### src/pkg/fmsp_pkg.sv
// Constants and types shared by the four-mode serial port
package fmsp_pkg;
  localparam logic [7:0] PORT_CONTROL_ADDR = 8'h98;
  localparam logic [7:0] PORT_DATA_BUFFER_ADDR = 8'h99;
  // Control register bit positions
  localparam int MODE_HI_BIT = 7;
  localparam int MODE_LO_BIT = 6;
  localparam int FILTER_BIT = 5;
  localparam int RX_EN_BIT = 4;
  localparam int TX_NINTH_BIT = 3;
  localparam int RX_NINTH_BIT = 2;
  localparam int TX_DONE_BIT = 1;
  localparam int RX_DONE_BIT = 0;
  localparam logic [7:0] PORT_CONTROL_RESET = 8'h00;
  localparam logic [7:0] PORT_DATA_RESET = 8'h00;
  // Cycle counts
  localparam int SHIFT_DIV = 12;
  localparam int SHIFT_HALF = SHIFT_DIV / 2;
  localparam int FIXED_BAUD_DIV = 32;
  localparam int OVERSAMPLE = 16;
  localparam int T2_PRESCALE = 2;
  localparam int T1_RANGE = 256;
  localparam int START_CHECK_TICK = 7;
  typedef enum logic [1:0] {
    FMSP_MODE_SHIFT = 2'b00,
    FMSP_MODE_UART8 = 2'b01,
    FMSP_MODE_UART9F = 2'b10,
    FMSP_MODE_UART9V = 2'b11
  } fmsp_mode_t;
  typedef enum logic [1:0] {
    FMSP_BAUD_T1 = 2'b00,
    FMSP_BAUD_T2 = 2'b01,
    FMSP_BAUD_UTMR = 2'b10
  } fmsp_baud_src_t;
endpackage

### src/pkg/fmsp_tick_if.sv
// Tick bundle from the rate generator to the serial engine
`timescale 1ns/1ps
`default_nettype none
interface fmsp_tick_if;
  logic txTick;
  logic rxTick;
  modport gen (output txTick, output rxTick);
  modport eng (input txTick, input rxTick);
endinterface
`default_nettype wire

### src/design/fmsp_serial_port.sv
// Four-mode serial port: registers, shift-register mode, UART framing
// What this block does
// - Control bits [7:6] pick shift, 8-bit variable, 9-bit fixed, 9-bit variable mode.
// - Shift mode moves eight bits LSB first on data pin, clock is core/12.
// - Shift mode receive starts only with receive enable set and receive done clear.
// - Writing the data buffer starts a transmission in every mode.
// - 8-bit frame is start 0, eight data bits LSB first, stop 1.
// - 8-bit transmit shifts a stop 1, transmit done set when stop bit shows.
// - Async receive starts on falling edge with enable; start bit must stay valid.
// - With extended mode off, accept only while receive done is clear.
// - 8-bit mode with filter set accepts only frames with stop bit 1.
// - Failed acceptance drops the frame and leaves receive done alone.
// - 8-bit accept stores data, stop bit into rx ninth bit, sets receive done.
// - 9-bit frames are start, eight data, ninth bit, stop 1.
// - Fixed 9-bit rate is core times 2^double over 32.
// - 9-bit transmit loads byte and tx ninth bit, done set at stop bit.
// - 9-bit mode with filter set accepts only ninth bit 1 frames.
// - 9-bit accept latches data and ninth bit, sets receive done.
// - Variable rate from Timer 1, Timer 2 or baud timer, per direction.
// - Timer 1 rate is 2^double/32 times overflow, core/(256-reload) auto-reload.
// - Timer 2 rate is overflow/16, timer counts every two cycles.
// - Extended mode receives anyway, overwrites buffer, sets lost-byte flag cleared by read.
`timescale 1ns/1ps
`default_nettype none
module fmsp_serial_port
  import fmsp_pkg::*;
(
  // Clock, reset, enable
  input wire logic core_clk,
  input wire logic reset,
  input wire logic clkEn,
  // Special function register port
  input wire logic [7:0] sfrAddr,
  input wire logic sfrWr,
  input wire logic sfrRd,
  input wire logic [7:0] sfrWdata,
  output logic [7:0] sfrRdata,
  // Rate and mode configuration
  input wire logic baudDouble,
  input wire logic extendedUartEnable,
  input wire logic [7:0] t1ReloadValue,
  input wire logic [15:0] t2ReloadValue,
  input wire logic [1:0] txBaudSrc,
  input wire logic [1:0] rxBaudSrc,
  input wire logic utmrTick,
  // Status
  output logic lostByteFlag,
  // Pins
  input wire logic rxdIn,
  output logic rxdOut,
  output logic rxdOe,
  output logic txdOut
);
  typedef enum logic [1:0] {IDLE = 2'b00, RUN = 2'b01, STOP = 2'b11} fmsp_state_t;
  logic [7:0] ctrl_q, ctrl_d, rxBuf_q, rxBuf_d, rdata_d;
  fmsp_tick_if ticks ();
  fmsp_baud_gen u_baud (
    .core_clk(core_clk),
    .reset(reset),
    .clkEn(clkEn),
    .mode(ctrl_q[MODE_HI_BIT:MODE_LO_BIT]),
    .baudDouble(baudDouble),
    .t1ReloadValue(t1ReloadValue),
    .t2ReloadValue(t2ReloadValue),
    .txSrc(txBaudSrc),
    .rxSrc(rxBaudSrc),
    .utmrTick(utmrTick),
    .ticks(ticks.gen)
  );
  logic rxS1_q, rxS2_q, rxPrev_q, rxPrev_d;
  fmsp_state_t txSt_q, txSt_d, rxSt_q, rxSt_d;
  logic [9:0] txSh_q, txSh_d;
  logic [3:0] txBits_q, txBits_d, txPh_q, txPh_d;
  logic [3:0] rxBits_q, rxBits_d, rxPh_q, rxPh_d;
  logic [8:0] rxSh_q, rxSh_d;
  logic [3:0] sdiv_q, sdiv_d;
  logic shRx_q, shRx_d, lost_q, lost_d;
  logic txd_q, txd_d, rxo_q, rxo_d, rxoe_q, rxoe_d;
  logic [1:0] mode;
  logic nine, wrCtrl, wrBuf, rdBuf, setTi, setRi, accept, sample;
  // First synchroniser stage only feeds the second
  always_ff @(posedge core_clk) begin
    if (reset) begin
      rxS1_q <= 1'b1;
      rxS2_q <= 1'b1;
    end else if (clkEn) begin
      rxS1_q <= rxdIn;
      rxS2_q <= rxS1_q;
    end
  end
  assign mode = ctrl_q[MODE_HI_BIT:MODE_LO_BIT];
  assign nine = mode[1];
  assign wrCtrl = clkEn && sfrWr && sfrAddr == PORT_CONTROL_ADDR;
  assign wrBuf = clkEn && sfrWr && sfrAddr == PORT_DATA_BUFFER_ADDR;
  assign rdBuf = clkEn && sfrRd && sfrAddr == PORT_DATA_BUFFER_ADDR;
  always_comb begin
    txSt_d = txSt_q;
    rxSt_d = rxSt_q;
    txSh_d = txSh_q;
    txBits_d = txBits_q;
    txPh_d = txPh_q;
    rxBits_d = rxBits_q;
    rxPh_d = rxPh_q;
    rxSh_d = rxSh_q;
    sdiv_d = sdiv_q;
    shRx_d = shRx_q;
    txd_d = txd_q;
    rxo_d = rxo_q;
    rxoe_d = rxoe_q;
    rxPrev_d = rxPrev_q;
    setTi = 1'b0;
    setRi = 1'b0;
    accept = 1'b0;
    sample = 1'b0;
    if (clkEn) begin
      rxPrev_d = rxS2_q;
      if (mode == FMSP_MODE_SHIFT) begin
        // One engine serves both directions on the data pin
        if (txSt_q == IDLE && wrBuf) begin
          txSt_d = RUN;
          txSh_d = {2'b00, sfrWdata};
          txBits_d = 4'd0;
          sdiv_d = 4'd0;
          shRx_d = 1'b0;
          rxoe_d = 1'b1;
          rxo_d = sfrWdata[0];
        end else if (txSt_q == IDLE && ctrl_q[RX_EN_BIT] && !ctrl_q[RX_DONE_BIT]) begin
          txSt_d = RUN;
          txBits_d = 4'd0;
          sdiv_d = 4'd0;
          shRx_d = 1'b1;
          rxoe_d = 1'b0;
        end else if (txSt_q == RUN) begin
          sdiv_d = (sdiv_q == 4'(SHIFT_DIV - 1)) ? 4'd0 : sdiv_q + 4'd1;
          if (sdiv_q == 4'(SHIFT_HALF - 1)) begin
            txd_d = 1'b0;
          end
          if (sdiv_q == 4'(SHIFT_DIV - 1)) begin
            // Data is taken on the rising shift clock edge
            txd_d = 1'b1;
            txBits_d = txBits_q + 4'd1;
            if (shRx_q) begin
              rxSh_d = {1'b0, rxS2_q, rxSh_q[7:1]};
            end else begin
              txSh_d = {1'b0, txSh_q[9:1]};
              rxo_d = txSh_q[1];
            end
            if (txBits_q == 4'd7) begin
              txSt_d = IDLE;
              rxoe_d = 1'b0;
              rxo_d = 1'b0;
              if (shRx_q) begin
                setRi = 1'b1;
                accept = 1'b1;
              end else begin
                setTi = 1'b1;
              end
            end
          end
        end
      end else begin
        txd_d = (txSt_q == IDLE) ? 1'b1 : txd_q;
        rxoe_d = 1'b0;
        rxo_d = 1'b0;
        // Transmit: start, 8 data, ninth or stop, stop
        if (txSt_q == IDLE && wrBuf) begin
          txSt_d = RUN;
          txSh_d = {1'b1, nine ? ctrl_q[TX_NINTH_BIT] : 1'b1, sfrWdata};
          txBits_d = 4'd0;
          txPh_d = 4'd0;
          txd_d = 1'b0;
        end else if (txSt_q != IDLE && ticks.txTick) begin
          txPh_d = txPh_q + 4'd1;
          if (txPh_q == 4'hf) begin
            txBits_d = txBits_q + 4'd1;
            txd_d = txSh_q[0];
            txSh_d = {1'b1, txSh_q[9:1]};
            if (txBits_q == (nine ? 4'd9 : 4'd8)) begin
              txSt_d = STOP;
              setTi = 1'b1;
            end else if (txSt_q == STOP) begin
              txSt_d = IDLE;
              txd_d = 1'b1;
            end
          end
        end
        // Receive on the oversample ticks
        if (rxSt_q == IDLE) begin
          if (ctrl_q[RX_EN_BIT] && rxPrev_q && !rxS2_q) begin
            rxSt_d = RUN;
            rxPh_d = 4'd0;
            rxBits_d = 4'd0;
          end
        end else if (ticks.rxTick) begin
          rxPh_d = rxPh_q + 4'd1;
          if (rxPh_q == 4'(START_CHECK_TICK)) begin
            sample = 1'b1;
          end
        end
        if (sample) begin
          if (rxBits_q == 4'd0 && rxS2_q) begin
            rxSt_d = IDLE;
          end else begin
            rxBits_d = rxBits_q + 4'd1;
            if (rxBits_q != 4'd0) begin
              rxSh_d = {rxS2_q, rxSh_q[8:1]};
            end
            if (rxBits_q == 4'd9) begin
              rxSt_d = IDLE;
              // Tenth sample: stop bit (8-bit) or ninth bit (9-bit), tested at once
              accept = (extendedUartEnable || !ctrl_q[RX_DONE_BIT])
                && (!ctrl_q[FILTER_BIT] || rxS2_q);
              setRi = accept;
            end
          end
        end
      end
    end
  end
  always_comb begin
    ctrl_d = ctrl_q;
    rxBuf_d = rxBuf_q;
    lost_d = lost_q;
    if (wrCtrl) begin
      ctrl_d = sfrWdata;
    end
    if (rdBuf) begin
      lost_d = 1'b0;
    end
    if (accept) begin
      rxBuf_d = rxSh_d[7:0];
      if (mode != FMSP_MODE_SHIFT) begin
        ctrl_d[RX_NINTH_BIT] = rxS2_q;
        if (ctrl_q[RX_DONE_BIT]) begin
          lost_d = 1'b1;
        end
      end
    end
    // Hardware only sets; a set beats a same-cycle software clear
    if (setTi) begin
      ctrl_d[TX_DONE_BIT] = 1'b1;
    end
    if (setRi) begin
      ctrl_d[RX_DONE_BIT] = 1'b1;
    end
    rdata_d = 8'h00;
    if (sfrAddr == PORT_CONTROL_ADDR) begin
      rdata_d = ctrl_q;
    end else if (sfrAddr == PORT_DATA_BUFFER_ADDR) begin
      rdata_d = rxBuf_q;
    end
  end
  always_ff @(posedge core_clk) begin
    if (reset) begin
      ctrl_q <= PORT_CONTROL_RESET;
      rxBuf_q <= PORT_DATA_RESET;
      lost_q <= 1'b0;
      rxPrev_q <= 1'b1;
      txSt_q <= IDLE;
      rxSt_q <= IDLE;
      txSh_q <= 10'h3ff;
      txBits_q <= 4'd0;
      txPh_q <= 4'd0;
      rxBits_q <= 4'd0;
      rxPh_q <= 4'd0;
      rxSh_q <= 9'h000;
      sdiv_q <= 4'd0;
      shRx_q <= 1'b0;
      txd_q <= 1'b1;
      rxo_q <= 1'b0;
      rxoe_q <= 1'b0;
      sfrRdata <= 8'h00;
    end else begin
      ctrl_q <= ctrl_d;
      rxBuf_q <= rxBuf_d;
      lost_q <= lost_d;
      rxPrev_q <= rxPrev_d;
      txSt_q <= txSt_d;
      rxSt_q <= rxSt_d;
      txSh_q <= txSh_d;
      txBits_q <= txBits_d;
      txPh_q <= txPh_d;
      rxBits_q <= rxBits_d;
      rxPh_q <= rxPh_d;
      rxSh_q <= rxSh_d;
      sdiv_q <= sdiv_d;
      shRx_q <= shRx_d;
      txd_q <= txd_d;
      rxo_q <= rxo_d;
      rxoe_q <= rxoe_d;
      sfrRdata <= clkEn ? rdata_d : sfrRdata;
    end
  end
  assign lostByteFlag = lost_q;
  assign txdOut = txd_q;
  assign rxdOut = rxo_q;
  assign rxdOe = rxoe_q;
  property p_ri_set;
    @(posedge core_clk) disable iff (reset) setRi |=> ctrl_q[RX_DONE_BIT];
  endproperty
  a_ri_set: assert property (p_ri_set) else $error("receive done not set");
  property p_ri_hold;
    @(posedge core_clk) disable iff (reset)
      (ctrl_q[RX_DONE_BIT] && !wrCtrl) |=> ctrl_q[RX_DONE_BIT];
  endproperty
  a_ri_hold: assert property (p_ri_hold) else $error("receive done cleared by hardware");
  property p_ti_hold;
    @(posedge core_clk) disable iff (reset)
      (ctrl_q[TX_DONE_BIT] && !wrCtrl) |=> ctrl_q[TX_DONE_BIT];
  endproperty
  a_ti_hold: assert property (p_ti_hold) else $error("transmit done cleared by hardware");
  property p_no_ovr;
    @(posedge core_clk) disable iff (reset)
      (accept && mode != FMSP_MODE_SHIFT) |-> (extendedUartEnable || !ctrl_q[RX_DONE_BIT]);
  endproperty
  a_no_ovr: assert property (p_no_ovr) else $error("overwrite without extended mode");
  property p_filter;
    @(posedge core_clk) disable iff (reset)
      (accept && mode != FMSP_MODE_SHIFT && ctrl_q[FILTER_BIT]) |=> ctrl_q[RX_NINTH_BIT];
  endproperty
  a_filter: assert property (p_filter) else $error("filtered frame accepted");
  property p_start_low;
    @(posedge core_clk) disable iff (reset)
      (clkEn && wrBuf && txSt_q == IDLE && mode != FMSP_MODE_SHIFT) |=> !txdOut;
  endproperty
  a_start_low: assert property (p_start_low) else $error("start bit not low");
  property p_lost;
    @(posedge core_clk) disable iff (reset)
      (accept && mode != FMSP_MODE_SHIFT && ctrl_q[RX_DONE_BIT] && !rdBuf) |=> lostByteFlag;
  endproperty
  a_lost: assert property (p_lost) else $error("lost byte flag missing");
  property p_shift_oe;
    @(posedge core_clk) disable iff (reset)
      (mode != FMSP_MODE_SHIFT && $past(mode) != FMSP_MODE_SHIFT) |-> !rxdOe;
  endproperty
  a_shift_oe: assert property (p_shift_oe) else $error("data pin driven in uart mode");
endmodule // fmsp_serial_port
`default_nettype wire

### src/design/fmsp_baud_gen.sv
// Oversample tick generator for the UART modes
`timescale 1ns/1ps
`default_nettype none
module fmsp_baud_gen
  import fmsp_pkg::*;
(
  // Clock and reset
  input wire logic core_clk,
  input wire logic reset,
  input wire logic clkEn,
  // Rate control
  input wire logic [1:0] mode,
  input wire logic baudDouble,
  input wire logic [7:0] t1ReloadValue,
  input wire logic [15:0] t2ReloadValue,
  input wire logic [1:0] txSrc,
  input wire logic [1:0] rxSrc,
  input wire logic utmrTick,
  // Ticks, sixteen per bit
  fmsp_tick_if.gen ticks
);
  logic [7:0] t1Cnt_q, t1Cnt_d;
  logic [15:0] t2Cnt_q, t2Cnt_d;
  logic t2Pre_q, t2Pre_d;
  logic t1Div_q, t1Div_d;
  logic [4:0] fixCnt_q, fixCnt_d;
  logic t1Ovf, t2Ovf, t1Tick, fixTick, txT, rxT;
  always_comb begin
    t1Ovf = clkEn && (t1Cnt_q == 8'hff);
    t1Cnt_d = t1Cnt_q;
    t1Div_d = t1Div_q;
    t2Pre_d = t2Pre_q;
    t2Cnt_d = t2Cnt_q;
    fixCnt_d = fixCnt_q;
    t2Ovf = 1'b0;
    if (clkEn) begin
      // Auto-reload timer: rate is core / (256 - reload)
      t1Cnt_d = t1Ovf ? t1ReloadValue : t1Cnt_q + 8'h01;
      // Without double, two overflows per tick: 32 per bit
      if (t1Ovf) begin
        t1Div_d = ~t1Div_q;
      end
      // Timer 2 counts every second cycle
      t2Pre_d = ~t2Pre_q;
      if (t2Pre_q) begin
        t2Ovf = (t2Cnt_q == 16'hffff);
        t2Cnt_d = t2Ovf ? t2ReloadValue : t2Cnt_q + 16'h0001;
      end
      // Fixed rate: 32 or 16 cycles per bit, 16 ticks per bit
      fixCnt_d = fixCnt_q + 5'd1;
    end
  end
  assign t1Tick = t1Ovf && (baudDouble || t1Div_q);
  assign fixTick = clkEn && (baudDouble || fixCnt_q[0]);
  always_comb begin
    // Transmit and receive pick their own source
    unique case (txSrc)
      FMSP_BAUD_T2: txT = t2Ovf;
      FMSP_BAUD_UTMR: txT = utmrTick && clkEn;
      default: txT = t1Tick;
    endcase
    unique case (rxSrc)
      FMSP_BAUD_T2: rxT = t2Ovf;
      FMSP_BAUD_UTMR: rxT = utmrTick && clkEn;
      default: rxT = t1Tick;
    endcase
    if (mode == FMSP_MODE_UART9F) begin
      txT = fixTick;
      rxT = fixTick;
    end
  end
  always_ff @(posedge core_clk) begin
    if (reset) begin
      t1Cnt_q <= 8'h00;
      t2Cnt_q <= 16'hffff; // At the top, so the first reload comes at once
      t2Pre_q <= 1'b0;
      t1Div_q <= 1'b0;
      fixCnt_q <= 5'd0;
      ticks.txTick <= 1'b0;
      ticks.rxTick <= 1'b0;
    end else if (clkEn) begin
      t1Cnt_q <= t1Cnt_d;
      t2Cnt_q <= t2Cnt_d;
      t2Pre_q <= t2Pre_d;
      t1Div_q <= t1Div_d;
      fixCnt_q <= fixCnt_d;
      ticks.txTick <= txT;
      ticks.rxTick <= rxT;
    end
  end
  property p_fixed_rate;
    @(posedge core_clk) disable iff (reset)
      (clkEn && mode == FMSP_MODE_UART9F && !baudDouble && fixCnt_q[0]) |=> ticks.txTick;
  endproperty
  a_fixed_rate: assert property (p_fixed_rate) else $error("fixed tick missing");
  property p_t2_prescale;
    @(posedge core_clk) disable iff (reset)
      (clkEn && !t2Pre_q) |-> !t2Ovf;
  endproperty
  a_t2_prescale: assert property (p_t2_prescale) else $error("timer 2 overflow on odd cycle");
endmodule // fmsp_baud_gen
`default_nettype wire

### config.mk
export PLATFORM = sky130hd
export DESIGN_NAME = fmsp_serial_port
export DESIGN_NICKNAME = d
export VERILOG_FILES = /design/src/pkg/fmsp_pkg.sv /design/src/pkg/fmsp_tick_if.sv /design/src/design/fmsp_serial_port.sv /design/src/design/fmsp_baud_gen.sv
export SDC_FILE = /design/constraint.sdc
export NUM_CORES = 1
export LEC_CHECK = 0
export BUFFER_PORTS_ARGS = -buffer_cell sky130_fd_sc_hd__buf_4
export CORE_ASPECT_RATIO = 0.6
export CORE_MARGIN = 2
export CORE_UTILIZATION = 40
export DETAILED_ROUTE_END_ITERATION = 12
export MAX_ROUTING_LAYER = met4
export PLACE_DENSITY = 0.6
export SLEW_MARGIN = 20
export SYNTH_ARGS = -nofsm -noshare
export SYNTH_HDL_FRONTEND = slang
export SYNTH_SLANG_ARGS = --single-unit
### constraint.sdc
create_clock -name core_clk -period 2.75 [get_ports core_clk]
set_clock_uncertainty 0.15 [all_clocks]
set_input_delay 0.275 -clock core_clk [delete_from_list [all_inputs] [get_ports core_clk]]
set_output_delay 0.275 -clock core_clk [all_outputs]
set_load 0.1 [all_outputs]
==> results of run 1 <==
[cell families (layout without fill, tap and decap cells)]
logic type,after synthesis,count (layout),synth area share [%]
multiplexers,31,31,5.93
XOR/XNOR,13,13,2.07
flip-flops,104,104,37.9
AND/OR/NAND/NOR,247,247,24.5
adder cells (fa/ha/maj),14,14,3.19
buffers and inverters,59,112,4.99
AO/OA/AOI/OAI,164,164,21.4
[flip-flops by register name (all words and copies together), names as in the netlist, 4 cells and up]
signal	flops
rxBits_q	4
u_baud.t1Cnt_q	8
rxSh_q	9
ctrl_q	8
txSh_q	10
txPh_q	4
rxPh_q	4
u_baud.t2Cnt_q	16
sfrRdata	8
sdiv_q	4
txBits_q	4
rxBuf_q	8
[where the power goes]
| part | internal [W] | leakage, nW | switching [W] | total [W] |
|---|---|---|---|---|
| Sequential | 0.00155 | 0.844 | 0.0000496 | 0.00160 |
| Clock | 0.000726 | 0.149 | 0.000624 | 0.00135 |
| Combinational | 0.000266 | 1.57 | 0.000383 | 0.000649 |
| Total | 0.00254 | 2.56 | 0.00106 | 0.00360 |
[worst register-to-register path: stages (launching register included)]
cell	delay, ns
sky130_fd_sc_hd__dfxtp_1	0.40
sky130_fd_sc_hd__ha_1	0.21
sky130_fd_sc_hd__nand3b_1	0.26
sky130_fd_sc_hd__o21ai_0	0.59
sky130_fd_sc_hd__o21ai_4	0.23
sky130_fd_sc_hd__mux2i_1	0.32
sky130_fd_sc_hd__a211oi_1	0.12
[cells in the mapped netlist (5+ instances only)]
| library cell | instances | area (um^2) |
|---|---|---|
| sky130_fd_sc_hd__a211oi_1 | 18 | 135 |
| sky130_fd_sc_hd__o21ai_0 | 21 | 105 |
| sky130_fd_sc_hd__clkbuf_1 | 20 | 75.1 |
| sky130_fd_sc_hd__nand4_1 | 11 | 68.8 |
| sky130_fd_sc_hd__buf_2 | 12 | 60.1 |
| sky130_fd_sc_hd__nor2_1 | 76 | 285 |
| sky130_fd_sc_hd__nand2b_1 | 9 | 56.3 |
| sky130_fd_sc_hd__a21oi_1 | 42 | 210 |
| sky130_fd_sc_hd__mux2i_1 | 19 | 190 |
| sky130_fd_sc_hd__and3_1 | 8 | 50.1 |
| sky130_fd_sc_hd__nand2_1 | 30 | 113 |
| sky130_fd_sc_hd__mux2_2 | 11 | 124 |
| sky130_fd_sc_hd__nand3_1 | 15 | 75.1 |
| sky130_fd_sc_hd__dfxtp_1 | 104 | 2080 |
| sky130_fd_sc_hd__nand3b_1 | 8 | 60.1 |
| sky130_fd_sc_hd__and2_1 | 12 | 75.1 |
| sky130_fd_sc_hd__inv_1 | 22 | 82.6 |
| sky130_fd_sc_hd__a21o_1 | 6 | 45.0 |
| sky130_fd_sc_hd__buf_6 | 5 | 56.3 |
| sky130_fd_sc_hd__ha_1 | 14 | 175 |
| sky130_fd_sc_hd__nor4_1 | 7 | 43.8 |
| sky130_fd_sc_hd__xnor2_1 | 7 | 61.3 |
| sky130_fd_sc_hd__nor3_1 | 33 | 165 |
| sky130_fd_sc_hd__nor2b_1 | 6 | 37.5 |
| sky130_fd_sc_hd__a211o_1 | 6 | 52.6 |
| sky130_fd_sc_hd__xor2_1 | 6 | 52.6 |
| sky130_fd_sc_hd__a221oi_1 | 10 | 87.6 |
[through the flow]
step | hold WS, ns | power [W] | setup WS [ns] | instance area [um^2]
floorplan | 0.247 | 0.00209 | 0.724 | 5490
global placement | 0.285 | 0.00226 | 0.417 | 6080
global route | 0.0198 | 0.00377 | 0.139 | 6390
CTS | 0.0121 | 0.00363 | 0.362 | 6390
finish | 0.0224 | 0.00360 | 0.338 | 6390
detailed placement | 0.297 | 0.00227 | 0.398 | 6080
[final cells by class]
cell class	count	area (um^2)
clock inverter	7	83.8
multi-input combinational	469	3130
tap	175	219
clock buffer	9	225
sequential	104	2080
inverter	22	82.6
fill	1330	7150
timing repair buffer	74	571
[layer usage]
metal  track usage [%]  share of wire (%)  up-vias
li1                  -                  -     2431
met1              33.1                 53     2358
met4              4.82               0.79        0
met2              29.6                 40      131
met3              3.99                5.7       13
met5                 -                  0        -
[worst min path at each step]
stage          slack (ns)         from         to  depth (start not counted)
2_1_floorplan        0.25        rxdIn     rxS1_q                          1
3_3_place_gp         0.28       rxS1_q     rxS2_q                          1
3_5_place_dp         0.30       rxS1_q     rxS2_q                          1
4_1_cts              0.01  sfrWdata[4]  ctrl_q[4]                          3
5_1_grt              0.02  sfrWdata[3]  ctrl_q[3]                          3
6_report             0.02  sfrWdata[4]  ctrl_q[4]                          3
==> parameters.txt, run 1 <==
Parameter                              Value

Global routing
  Antenna violations before repair ... 0
  Wire length of the first global-routing pass ... 24300 um
  Largest net degree at the start of global routing ... 60
  Overall overflow remaining after global route ... 0
  Overall routing resource usage ... 21.8%
  Number of global-route vias before repair ... 4437

Timing
  Final hold violation count ... 0
  Setup repair after global routing missed its margin ... false
  Setup total negative slack ... 0 ns
  Post-route clock period utilization ... 87.7%
  Achievable frequency ... 415 MHz
  Number of max-slew violations in the final report ... 0
  Final worst path period need ... 2.41 ns
  Final setup violating endpoints ... 0
  Slew at the pin closest to its max-slew limit ... 0.779 ns
  Worst-case headroom to the max-slew limit ... 47.4%

Setup path
  Cells along the critical path ... ha_1 > nand3b_1 > o21ai_0 > o21ai_4 > mux2i_1 > a211oi_1
  Top cell family by delay on the critical path ... compound AO/OA/AOI/OAI gates
  Max stage delay cell, worst path ... sky130_fd_sc_hd__o21ai_0
  Data arrival time of the critical path ... 2.49 ns
  Category of the most critical setup path ... flop to flop
  Setup slack of the most critical reg-to-reg path ... 0.34 ns
  Number of buffer and inverter instances along the worst setup path ... 0
  Source of the critical timing path ... sdiv_q[0]
  Reg-to-Reg End ... rxBuf_q[3]
  Reg2Reg Launch Point ... sdiv_q[0]
  Worst path depth ... 6
  Worst path max stage delay ... 0.59 ns
  Worst setup endpoint ... rxBuf_q[3]
  Largest fanout on the critical path ... 8
  Cell depth of the worst flop-to-flop path ... 6
  Data required time at the worst endpoint ... 2.83 ns
  Category of the worst setup path launch point ... flop
  CP Capture Type ... flop

Yosys
  Share of synthesized registers carrying an async set or reset ... 0%
  Most used DFF post-synth ... sky130_fd_sc_hd__dfxtp_1
  Warning count from the yosys run ... 0
  Synth unique cells ... 75
  Number of synthesized flops with an enable pin ... 0
  Post-synthesis instance total ... 632
  Post-synthesis instance area ... 5490 um^2
  Synthesized Nets ... 699
  Number of synthesized register bits ... 104
  Syn avg cell area ... 8.68 um^2
  Post-synthesis sequential area ratio ... 37.9%

Cells and area
  Most common library cell in the layout ignoring fill and taps ... sky130_fd_sc_hd__dfxtp_1
  Commonest cells after routing, fill and taps aside ... 104 x sky130_fd_sc_hd__dfxtp_1, 76 x sky130_fd_sc_hd__nor2_1, 72 x sky130_fd_sc_hd__buf_4, 42 x sky130_fd_sc_hd__a21oi_1, 33 x sky130_fd_sc_hd__nor3_1
  Number of diodes added for antenna fixing ... 0
  Nets ... 747
  Final cell utilization of the core ... 47.2%
  Layout Cells excl Fill ... 860
  Layout overhead on the synthesized area ... 16.5%
  Share of cells above drive strength 1 ... 18.2%

Placed design
  Routability congestion estimate from global placement ... 0.917
  Placed cells ... 843
  Estimated wirelength of the detail-placed design ... 11000 um
  # port buffers ... 64

Die
  Core area ... 13500 um^2
  DIE AREA ... 14700 um^2
  Number of rows in the core area ... 33
  Top-level port count ... 65
  DIE WIDTH ... 155 um
  Initial Utilization ... 40.5%
  Overall die height ... 94.7 um

Clocking
  Post-CTS setup repair buffer count ... 0
  Total clock buffers created by CTS ... 9
  Clk buf depth ... 2
  Clk root buf ... sky130_fd_sc_hd__clkbuf_16
  Clock transition at the registers of the reported paths ... 0.07 ns
  Clock tree from TritonCTS ... done
  Clock latency at the later pin of the worst-skew pair ... 0.36 ns
  H-tree depth ... 3
  Number of gates resized after CTS ... 0
  CTS hold repair buffers ... 1
  Clk sinks ... 104

Status
  Result of the run ... finished clean

Run
  Max Cap Violations ... 0

Pwr
  Power density cells ... 562 nW/um^2
  Leak Pwr ... 2.56 nW
  Worst supply voltage drop on vdd ... 0.000238 V

Detailed routing
  Vias post-DR ... 4933
  Vias/cell ... 5.74
  Wirelength, routed ... 15000 um
  Number of design rule violations left after detail routing ... 0
  Detailed Route Iter0 Violations ... 374
  Routed wirelength normalized by instance count ... 17.5 um
  Number of antenna-violating nets in the routed design ... 0
  Iteration count of the initial detailed-routing pass ... 5

Min path
  Class of the tightest hold or removal check ... input port to flop
(Power assumes the default switching activity.)
==> run 2: changes to the inputs <==
--- a/config.mk
+++ b/config.mk
@@ -11,7 +11,7 @@
 export CORE_UTILIZATION = 40
 export DETAILED_ROUTE_END_ITERATION = 12
 export MAX_ROUTING_LAYER = met4
-export PLACE_DENSITY = 0.6
+export PLACE_DENSITY = 0.59
 export SLEW_MARGIN = 20
 export SYNTH_ARGS = -nofsm -noshare
 export SYNTH_HDL_FRONTEND = slang
==> run 2 against run 1 <==
Compared with the run above:
- sequential share of layout area down 0.22 points
- combinational power down 1%
- via count down 1.1%
- clock power up 9.6%
- global-route usage down 0.54 points
- critical path type unchanged
- critical endpoint is now u_baud.t2Cnt_q[3]
- largest cell class unchanged
- largest power group unchanged
==> parameters.txt, run 2 (same netlist as run 1, synthesis figures left out) <==
Parameter                              Value

Cells and area
  Share of cells above drive strength 1 ... 18.4% (+0.12 points)
  Nets ... 750 (+0.40%)
  Final instance area ... 6440 um^2 (+0.68%)
  Final cell utilization of the core ... 47.5% (+0.32 points)
  Layout overhead on the synthesized area ... 17.3%
  Commonest cells after routing, fill and taps aside ... 104 x sky130_fd_sc_hd__dfxtp_1, 76 x sky130_fd_sc_hd__nor2_1, 76 x sky130_fd_sc_hd__buf_4, 42 x sky130_fd_sc_hd__a21oi_1, 33 x sky130_fd_sc_hd__nor3_1
  Fillcell total ... 1323 (-0.53%)
  Number of diodes added for antenna fixing ... 0 (unchanged)
  Most common library cell in the layout ignoring fill and taps ... sky130_fd_sc_hd__dfxtp_1
  Biggest registers after layout ... u_baud.t2Cnt_q: 16 flops, txSh_q: 10 flops, rxSh_q: 9 flops
  Layout Cells excl Fill ... 861 (+0.12%)
  Biggest register ... u_baud.t2Cnt_q
  Largest register FFs ... 16 (unchanged)

Setup path
  Category of the most critical setup path ... flop to flop
  Data required time at the worst endpoint ... 2.83 ns (about the same)
  Max stage delay cell, worst path ... sky130_fd_sc_hd__and3_1
  Cells along the critical path ... ha_1 > nand2_1 > nor3_4 > and3_1 > mux2_2 > o32a_1
  Reg2Reg Launch Point ... u_baud.t2Cnt_q[0]
  Reg-to-Reg End ... u_baud.t2Cnt_q[3]
  Worst setup endpoint ... u_baud.t2Cnt_q[3]
  Largest fanout on the critical path ... 10 (+2)
  Worst path depth ... 6 (unchanged)
  Category of the worst setup path launch point ... flop
  Worst path max stage delay ... 0.47 ns (-0.12 ns)
  Cell depth of the worst flop-to-flop path ... 6 (unchanged)
  Number of buffer and inverter instances along the worst setup path ... 0 (unchanged)
  CP Capture Type ... flop
  Data arrival time of the critical path ... 2.42 ns (-0.07 ns)
  Source of the critical timing path ... u_baud.t2Cnt_q[0]
  Top cell family by delay on the critical path ... simple AND/OR/NAND/NOR gates
  Setup slack of the most critical reg-to-reg path ... 0.42 ns (+0.08 ns)

Timing
  Setup total negative slack ... 0 ns (unchanged)
  Post-route clock period utilization ... 84.9% (-2.9 points)
  Setup repair after global routing missed its margin ... false
  Slew at the pin closest to its max-slew limit ... 0.762 ns (-0.0167 ns)
  Achievable frequency ... 429 MHz (+3.4%)
  Worst-case headroom to the max-slew limit ... 48.7% (+1.4 points)
  Final setup violating endpoints ... 0 (unchanged)
  Final hold violation count ... 0 (unchanged)
  Number of max-slew violations in the final report ... 0 (unchanged)
  Final worst path period need ... 2.33 ns (-0.0785 ns)

Global routing
  Met1 usage in global routing ... 31.1% (-2.0 points)
  Global routing's busiest layer ... met1
  GR met2 Demand/Resource ... 30.0% (+0.41 points)
  Met3 Resource Use GR ... 4.54% (+0.55 points)
  Number of global-route vias before repair ... 4566 (+2.9%)
  Wire length of the first global-routing pass ... 24100 um (-0.96%)
  Overall routing resource usage ... 21.3% (-0.54 points)
  Antenna violations before repair ... 0 (unchanged)
  Largest net degree at the start of global routing ... 57 (-5.0%)
  Overall overflow remaining after global route ... 0 (unchanged)

Min path
  Class of the tightest hold or removal check ... input port to flop

Placed design
  Placed inst area ... 6090 um^2 (+0.16%)
  Estimated wirelength of the detail-placed design ... 10900 um (-0.75%)
  # port buffers ... 64 (unchanged)
  Placed cells ... 846 (+0.36%)
  Routability congestion estimate from global placement ... 0.948 (+3.4%)

Detailed routing
  Wirelength, routed ... 14800 um (-1.8%)
  Routed wirelength normalized by instance count ... 17.1 um (-1.9%)
  Vias/cell ... 5.67 (-1.2%)
  Detailed Route Iter0 Violations ... 310 (-17%)
  Iteration count of the initial detailed-routing pass ... 4 (-1)
  Number of antenna-violating nets in the routed design ... 0 (unchanged)
  Vias post-DR ... 4881 (-1.1%)
  Number of design rule violations left after detail routing ... 0 (unchanged)

Clocking
  Clock tree from TritonCTS ... done
  Clk buf depth ... 2 (unchanged)
  H-tree depth ... 3 (unchanged)
  Total clock buffers created by CTS ... 9 (unchanged)
  Clk root buf ... sky130_fd_sc_hd__clkbuf_16
  Clk sinks ... 104 (unchanged)
  Clock transition at the registers of the reported paths ... 0.07 ns (about the same)
  Clock latency at the later pin of the worst-skew pair ... 0.34 ns (-0.02 ns)

Run
  Max Cap Violations ... 0 (unchanged)

Pwr
  Worst supply voltage drop on vdd ... 0.000354 V (+48%)
  Leak Pwr ... 2.59 nW (+1.1%)
  Power density cells ... 577 nW/um^2 (+2.6%)

Die
  Top-level port count ... 65 (unchanged)
  Initial Utilization ... 40.5% (unchanged)
  Core area ... 13500 um^2 (unchanged)
  DIE AREA ... 14700 um^2 (unchanged)
  DIE WIDTH ... 155 um (unchanged)
  Number of rows in the core area ... 33 (unchanged)
  Overall die height ... 94.7 um (unchanged)

Status
  Result of the run ... finished clean
run 2: changes by cell type in the layout (fill, tap and decap cells not counted), sizes merged:
cell,delta
buf,+3
clkinvlp,-1
bufinv,+2
clkbuf,+2
inv,-5
run 2: report_power, final:
| group | internal (W) | leakage (nW) | switching (W) |
|---|---|---|---|
| combinational | 0.000265 | 1.58 | 0.000375 |
| clock | 0.000930 | 0.168 | 0.000546 |
| sequential | 0.00155 | 0.844 | 0.0000495 |
run 2: worst register-to-register path: cells and delay by family, from the launching register on:
| family | cells | cell delay, ns |
|---|---|---|
| AOI/OAI and AO/OA | 1 | 0.17 |
| adders and majority gates | 1 | 0.24 |
| DFF | 1 | 0.40 |
| and+or+nand+nor | 3 | 0.88 |
| muxes | 1 | 0.39 |
run 2: how the worst min path moves through the flow:
| stage | from | slack [ns] | to | cells past startpoint |
|---|---|---|---|---|
| 3_5_place_dp | rxS1_q | 0.30 | rxS2_q | 1 |
| 3_3_place_gp | rxSh_q[8] | 0.29 | rxSh_q[8] | 2 |
| 2_1_floorplan | rxdIn | 0.25 | rxS1_q | 1 |
| 6_report | sfrWdata[3] | 0.03 | ctrl_q[3] | 3 |
| 4_1_cts | sfrWdata[3] | 0.02 | ctrl_q[3] | 3 |
| 5_1_grt | sfrWdata[6] | 0.03 | ctrl_q[6] | 3 |
run 2: layout make-up:
| type | count | area, um^2 | area share [%] |
|---|---|---|---|
| clock buffer | 11 | 253 | 3.93 |
| multi-input combinational | 469 | 3130 | 48.6 |
| tap | 175 | 219 | 3.40 |
| sequential | 104 | 2080 | 32.3 |
| clock inverter | 3 | 90.1 | 1.40 |
| inverter | 22 | 82.6 | 1.28 |
| timing repair buffer | 77 | 581 | 9.02 |
run 2: stage by stage:
step | power (W) | hold slack [ns] | setup slack, ns
after CTS | 0.00373 | 0.0231 | 0.440
after detailed placement | 0.00226 | 0.302 | 0.447
final | 0.00371 | 0.0314 | 0.416
after global placement | 0.00225 | 0.288 | 0.515
after global routing | 0.00386 | 0.0283 | 0.266
after floorplan | 0.00209 | 0.247 | 0.724
run 2: repair_timing:
action,CTS,global route
buffers inserted,0,0
hold endpoints to repair,1,0
resized for setup,0,0
hold buffers,1,0
run 2: routing by layer:
metal | wire length [um] | up-vias
met3 | 920 | 11
met1 | 7670 | 2302
met2 | 6020 | 140
met4 | 153 | 0
li1 | - | 2428
met5 | 0 | -
==> run 3: changes to the inputs <==
--- a/config.mk
+++ b/config.mk
@@ -5,6 +5,7 @@
 export SDC_FILE = /design/constraint.sdc
 export NUM_CORES = 1
 export LEC_CHECK = 0
+export ABC_AREA = 1
 export BUFFER_PORTS_ARGS = -buffer_cell sky130_fd_sc_hd__buf_4
 export CORE_ASPECT_RATIO = 0.6
 export CORE_MARGIN = 2
==> constraint.sdc (replaced) <==
create_clock -name core_clk -period 2.2 [get_ports core_clk]
set_clock_uncertainty 0.15 [all_clocks]
set_input_delay 0.22 -clock core_clk [delete_from_list [all_inputs] [get_ports core_clk]]
set_output_delay 0.22 -clock core_clk [all_outputs]
set_load 0.1 [all_outputs]
==> run 3 against run 2 <==
Compared with the run above:
- clock power up 5%
- setup slack worse by 0.24 ns
- synthesized cell count rose by 41%
- sequential share of layout area down 3.0 points
- total power up 13%
- critical path type unchanged
- critical endpoint is now rxPh_q[3]
==> parameters.txt, run 3 <==
Parameter                              Value

Clocking
  Clock tree from TritonCTS ... done
  Total clock buffers created by CTS ... 9 (unchanged)
  Clock transition at the registers of the reported paths ... 0.07 ns (about the same)
  Clk sinks ... 104 (unchanged)
  Clock latency at the later pin of the worst-skew pair ... 0.35 ns (about the same)
  H-tree depth ... 3 (unchanged)
  Clk buf depth ... 2 (unchanged)
  Clk root buf ... sky130_fd_sc_hd__clkbuf_16

Placed design
  # port buffers ... 64 (unchanged)
  Routability congestion estimate from global placement ... 0.915 (-3.5%)
  Placed inst area ... 6730 um^2 (+11%)
  Pre-CTS worst setup slack ... 0.201 ns (-0.246 ns)
  Estimated wirelength of the detail-placed design ... 11800 um (+8.2%)

Timing
  Setup repair after global routing missed its margin ... false
  Final setup violating endpoints ... 0 (unchanged)
  Number of max-slew violations in the final report ... 0 (unchanged)
  Achievable frequency ... 494 MHz (+15%)
  Post-route clock period utilization ... 92.0% (+7.2 points)
  Final hold violation count ... 0 (unchanged)
  Setup total negative slack ... 0 ns (unchanged)
  Hold Worst Slack ... 0.00923 ns (-0.0222 ns)
  Final worst path period need ... 2.03 ns (-0.309 ns)
  Worst setup margin ... 0.175 ns (-0.241 ns)
  Worst-case headroom to the max-slew limit ... 59.9% (+11 points)
  Slew at the pin closest to its max-slew limit ... 0.601 ns (-0.161 ns)

Global routing
  Overall routing resource usage ... 21.3% (about the same)
  Number of global-route vias before repair ... 5223 (+14%)
  Overall overflow remaining after global route ... 0 (unchanged)
  Antenna violations before repair ... 0 (unchanged)
  Largest net degree at the start of global routing ... 57 (unchanged)
  Wire length of the first global-routing pass ... 26900 um (+12%)

Cells and area
  Share of cells above drive strength 1 ... 15.9% (-2.5 points)
  Commonest cells after routing, fill and taps aside ... 201 x sky130_fd_sc_hd__nand2_1, 104 x sky130_fd_sc_hd__dfxtp_1, 101 x sky130_fd_sc_hd__inv_1, 79 x sky130_fd_sc_hd__buf_4, 78 x sky130_fd_sc_hd__a21oi_1
  Biggest registers after layout ... u_baud.t2Cnt_q: 16 flops, txSh_q: 10 flops, rxSh_q: 9 flops
  Number of diodes added for antenna fixing ... 0 (unchanged)
  Final instance area ... 7110 um^2 (+10%)
  Nets ... 1019 (+36%)
  Biggest register ... u_baud.t2Cnt_q
  Largest register FFs ... 16 (unchanged)
  Most common library cell in the layout ignoring fill and taps ... sky130_fd_sc_hd__nand2_1
  Final cell utilization of the core ... 48.6% (+1.0 points)
  Layout overhead on the synthesized area ... 17.2%

Die
  Overall die height ... 99.4 um (+4.9%)
  Initial Utilization ... 41.4% (+0.92 points)
  Number of rows in the core area ... 34 (+3.0%)
  DIE WIDTH ... 163 um (+5.0%)
  DIE AREA ... 16200 um^2 (+10%)
  Top-level port count ... 65 (unchanged)
  Core area ... 14600 um^2 (+8.1%)

Detailed routing
  Number of antenna-violating nets in the routed design ... 0 (unchanged)
  Detailed Route Iter0 Violations ... 419 (+35%)
  Vias/cell ... 5.01 (-12%)
  Wirelength, routed ... 16200 um (+9.7%)
  Vias post-DR ... 5782 (+18%)
  Iteration count of the initial detailed-routing pass ... 5 (+1)
  Number of design rule violations left after detail routing ... 0 (unchanged)
  Routed wirelength normalized by instance count ... 14.0 um (-18%)

Yosys
  Post-synthesis instance area ... 6060 um^2 (+11%)
  Cell with the most instances after synthesis ... sky130_fd_sc_hd__nand2_1
  Synthesized Nets ... 956 (+37%)
  Post-synthesis sequential area ratio ... 34.3% (-3.6 points)
  Synth area leader ... sky130_fd_sc_hd__dfxtp_1
  Synth top area share ... 34.3% (-3.6 points)
  Number of synthesized register bits ... 104 (unchanged)
  Cell types with the highest counts after synthesis ... 201 x sky130_fd_sc_hd__nand2_1, 104 x sky130_fd_sc_hd__dfxtp_1, 102 x sky130_fd_sc_hd__inv_1, 78 x sky130_fd_sc_hd__a21oi_1, 71 x sky130_fd_sc_hd__nor2_1
  Synth unique cells ... 47 (-37%)
  Number of synthesized flops with an enable pin ... 0 (unchanged)
  Warning count from the yosys run ... 0 (unchanged)
  Top cells by area in the synthesized netlist ... sky130_fd_sc_hd__dfxtp_1 34%, sky130_fd_sc_hd__nand2_1 12%, sky130_fd_sc_hd__a21oi_1 6.4%
  Post-synthesis instance total ... 889 (+41%)
  Share of synthesized registers carrying an async set or reset ... 0% (unchanged)
  Syn avg cell area ... 6.82 um^2 (-21%)
  Most used DFF post-synth ... sky130_fd_sc_hd__dfxtp_1

Setup path
  Cells along the critical path ... nor2_4 > inv_4 > nand2_2 > inv_2 > a31oi_2 > o21ai_0 > nor3b_2
  Data required time at the worst endpoint ... 2.29 ns (-0.54 ns)
  Category of the most critical setup path ... flop to flop
  Largest fanout on the critical path ... 15 (+5)
  CP Capture Type ... flop
  Data arrival time of the critical path ... 2.12 ns (-0.30 ns)
  Top cell family by delay on the critical path ... simple AND/OR/NAND/NOR gates
  Worst path max stage delay ... 0.38 ns (-0.09 ns)
  Max stage delay cell, worst path ... sky130_fd_sc_hd__dfxtp_1
  Number of buffer and inverter instances along the worst setup path ... 2 (+2)
  Category of the worst setup path launch point ... flop

Status
  Result of the run ... finished clean

Pwr
  Part of the power in registers ... 47.2% (+4.2 points)
  Combinational Power Share ... 15.8% (-1.4 points)
  Fraction of power consumed by the clock network ... 37.0% (-2.7 points)
  Worst supply voltage drop on vdd ... 0.000352 V (-0.61%)
  Leak Pwr ... 3.27 nW (+26%)
  Power density cells ... 592 nW/um^2 (+2.6%)
  Switching component of the power ... 0.00123 W (+27%)
  Cell Int Power ... 0.00298 W (+8.4%)
  Switching Share ... 29.3% (+3.1 points)

Min path
  Class of the tightest hold or removal check ... input port to flop

Run
  Max Cap Violations ... 0 (unchanged)
-- run 3: cell count changes after synthesis, sizes merged, moves of 8 or more --
cell,before,now
and3,9,1
mux2i,19,0
o211ai,4,34
o21ai,25,78
mux2,12,0
nand3,18,71
inv,22,113
nand2,30,209
nand2b,9,0
a221oi,10,0
a211oi,20,3
and2,12,2
a21oi,43,79
nor3,35,12
-- run 3: power by group through the flow --
stage                     sequential [W]  combinational [W]  clock (W)
final                            0.00198           0.000666    0.00156
after floorplan                  0.00207           0.000409          0
after detailed placement         0.00203           0.000643          0
after CTS                        0.00198           0.000659    0.00160
after global routing             0.00199           0.000747    0.00167
after global placement           0.00203           0.000644          0
-- run 3: per-stage QoR --
stage / power (W) / std cells
final: 0.00421 / 1155
after global routing: 0.00441 / 1155
after CTS: 0.00424 / 1155
after detailed placement: 0.00267 / 1130
after global placement: 0.00267 / 1130
after floorplan: 0.00247 / 889
-- run 3: path summary, 6_finish.rpt --
kind | end | cells past startpoint | slack (ns) | startpoint
setup reg to reg | rxPh_q[3] | 7 | 0.17 | ctrl_q[7]
setup / recovery | rxPh_q[3] | 7 | 0.17 | ctrl_q[7]
hold / removal | u_baud.t2Cnt_q[10] | 5 | 0.009 | t2ReloadValue[10]
hold reg to reg | u_baud.t1Div_q | 1 | 0.31 | u_baud.t1Div_q
-- run 3: logic make-up after synthesis --
group	share of synthesized area (%)
AO/OA/AOI/OAI	20.0
XOR/XNOR	2.31
adder cells (fa/ha/maj)	2.89
buffers and inverters	10.7
flip-flops	34.3
AND/OR/NAND/NOR	29.8
-- run 3: what timing repair did --
action,in CTS,in global routing
hold buffers,9,0
setup endpoints to repair,0,2
resized for setup,0,2
buffers inserted,0,0
endpoints found under the hold margin,9,0
-- run 3: layout make-up --
cell class,count,area (um^2)
Fill cell,1504,7530
Sequential cell,104,2080
Clock inverter,7,55.1
Clock buffer,9,225
Timing Repair Buffer,90,723
Tap cell,198,248
Multi-Input combinational cell,633,3340
Inverter,114,432
-- run 3: worst register-to-register path: stages, from the launching register on --
cell and delay, ns:
sky130_fd_sc_hd__dfxtp_1 0.38, sky130_fd_sc_hd__nor2_4 0.37, sky130_fd_sc_hd__inv_4 0.16, sky130_fd_sc_hd__nand2_2 0.17, sky130_fd_sc_hd__inv_2 0.14, sky130_fd_sc_hd__a31oi_2 0.27, sky130_fd_sc_hd__o21ai_0 0.13, sky130_fd_sc_hd__nor3b_2 0.16
-- run 3: per-layer routing --
layer  up-vias  GRT usage, %  routed length, um
met5         -             -                  0
met4         0          4.22                178
met3        14          4.59                935
met1      2564          32.7               9110
met2       146          28.0               5980
li1       3058             -                  -
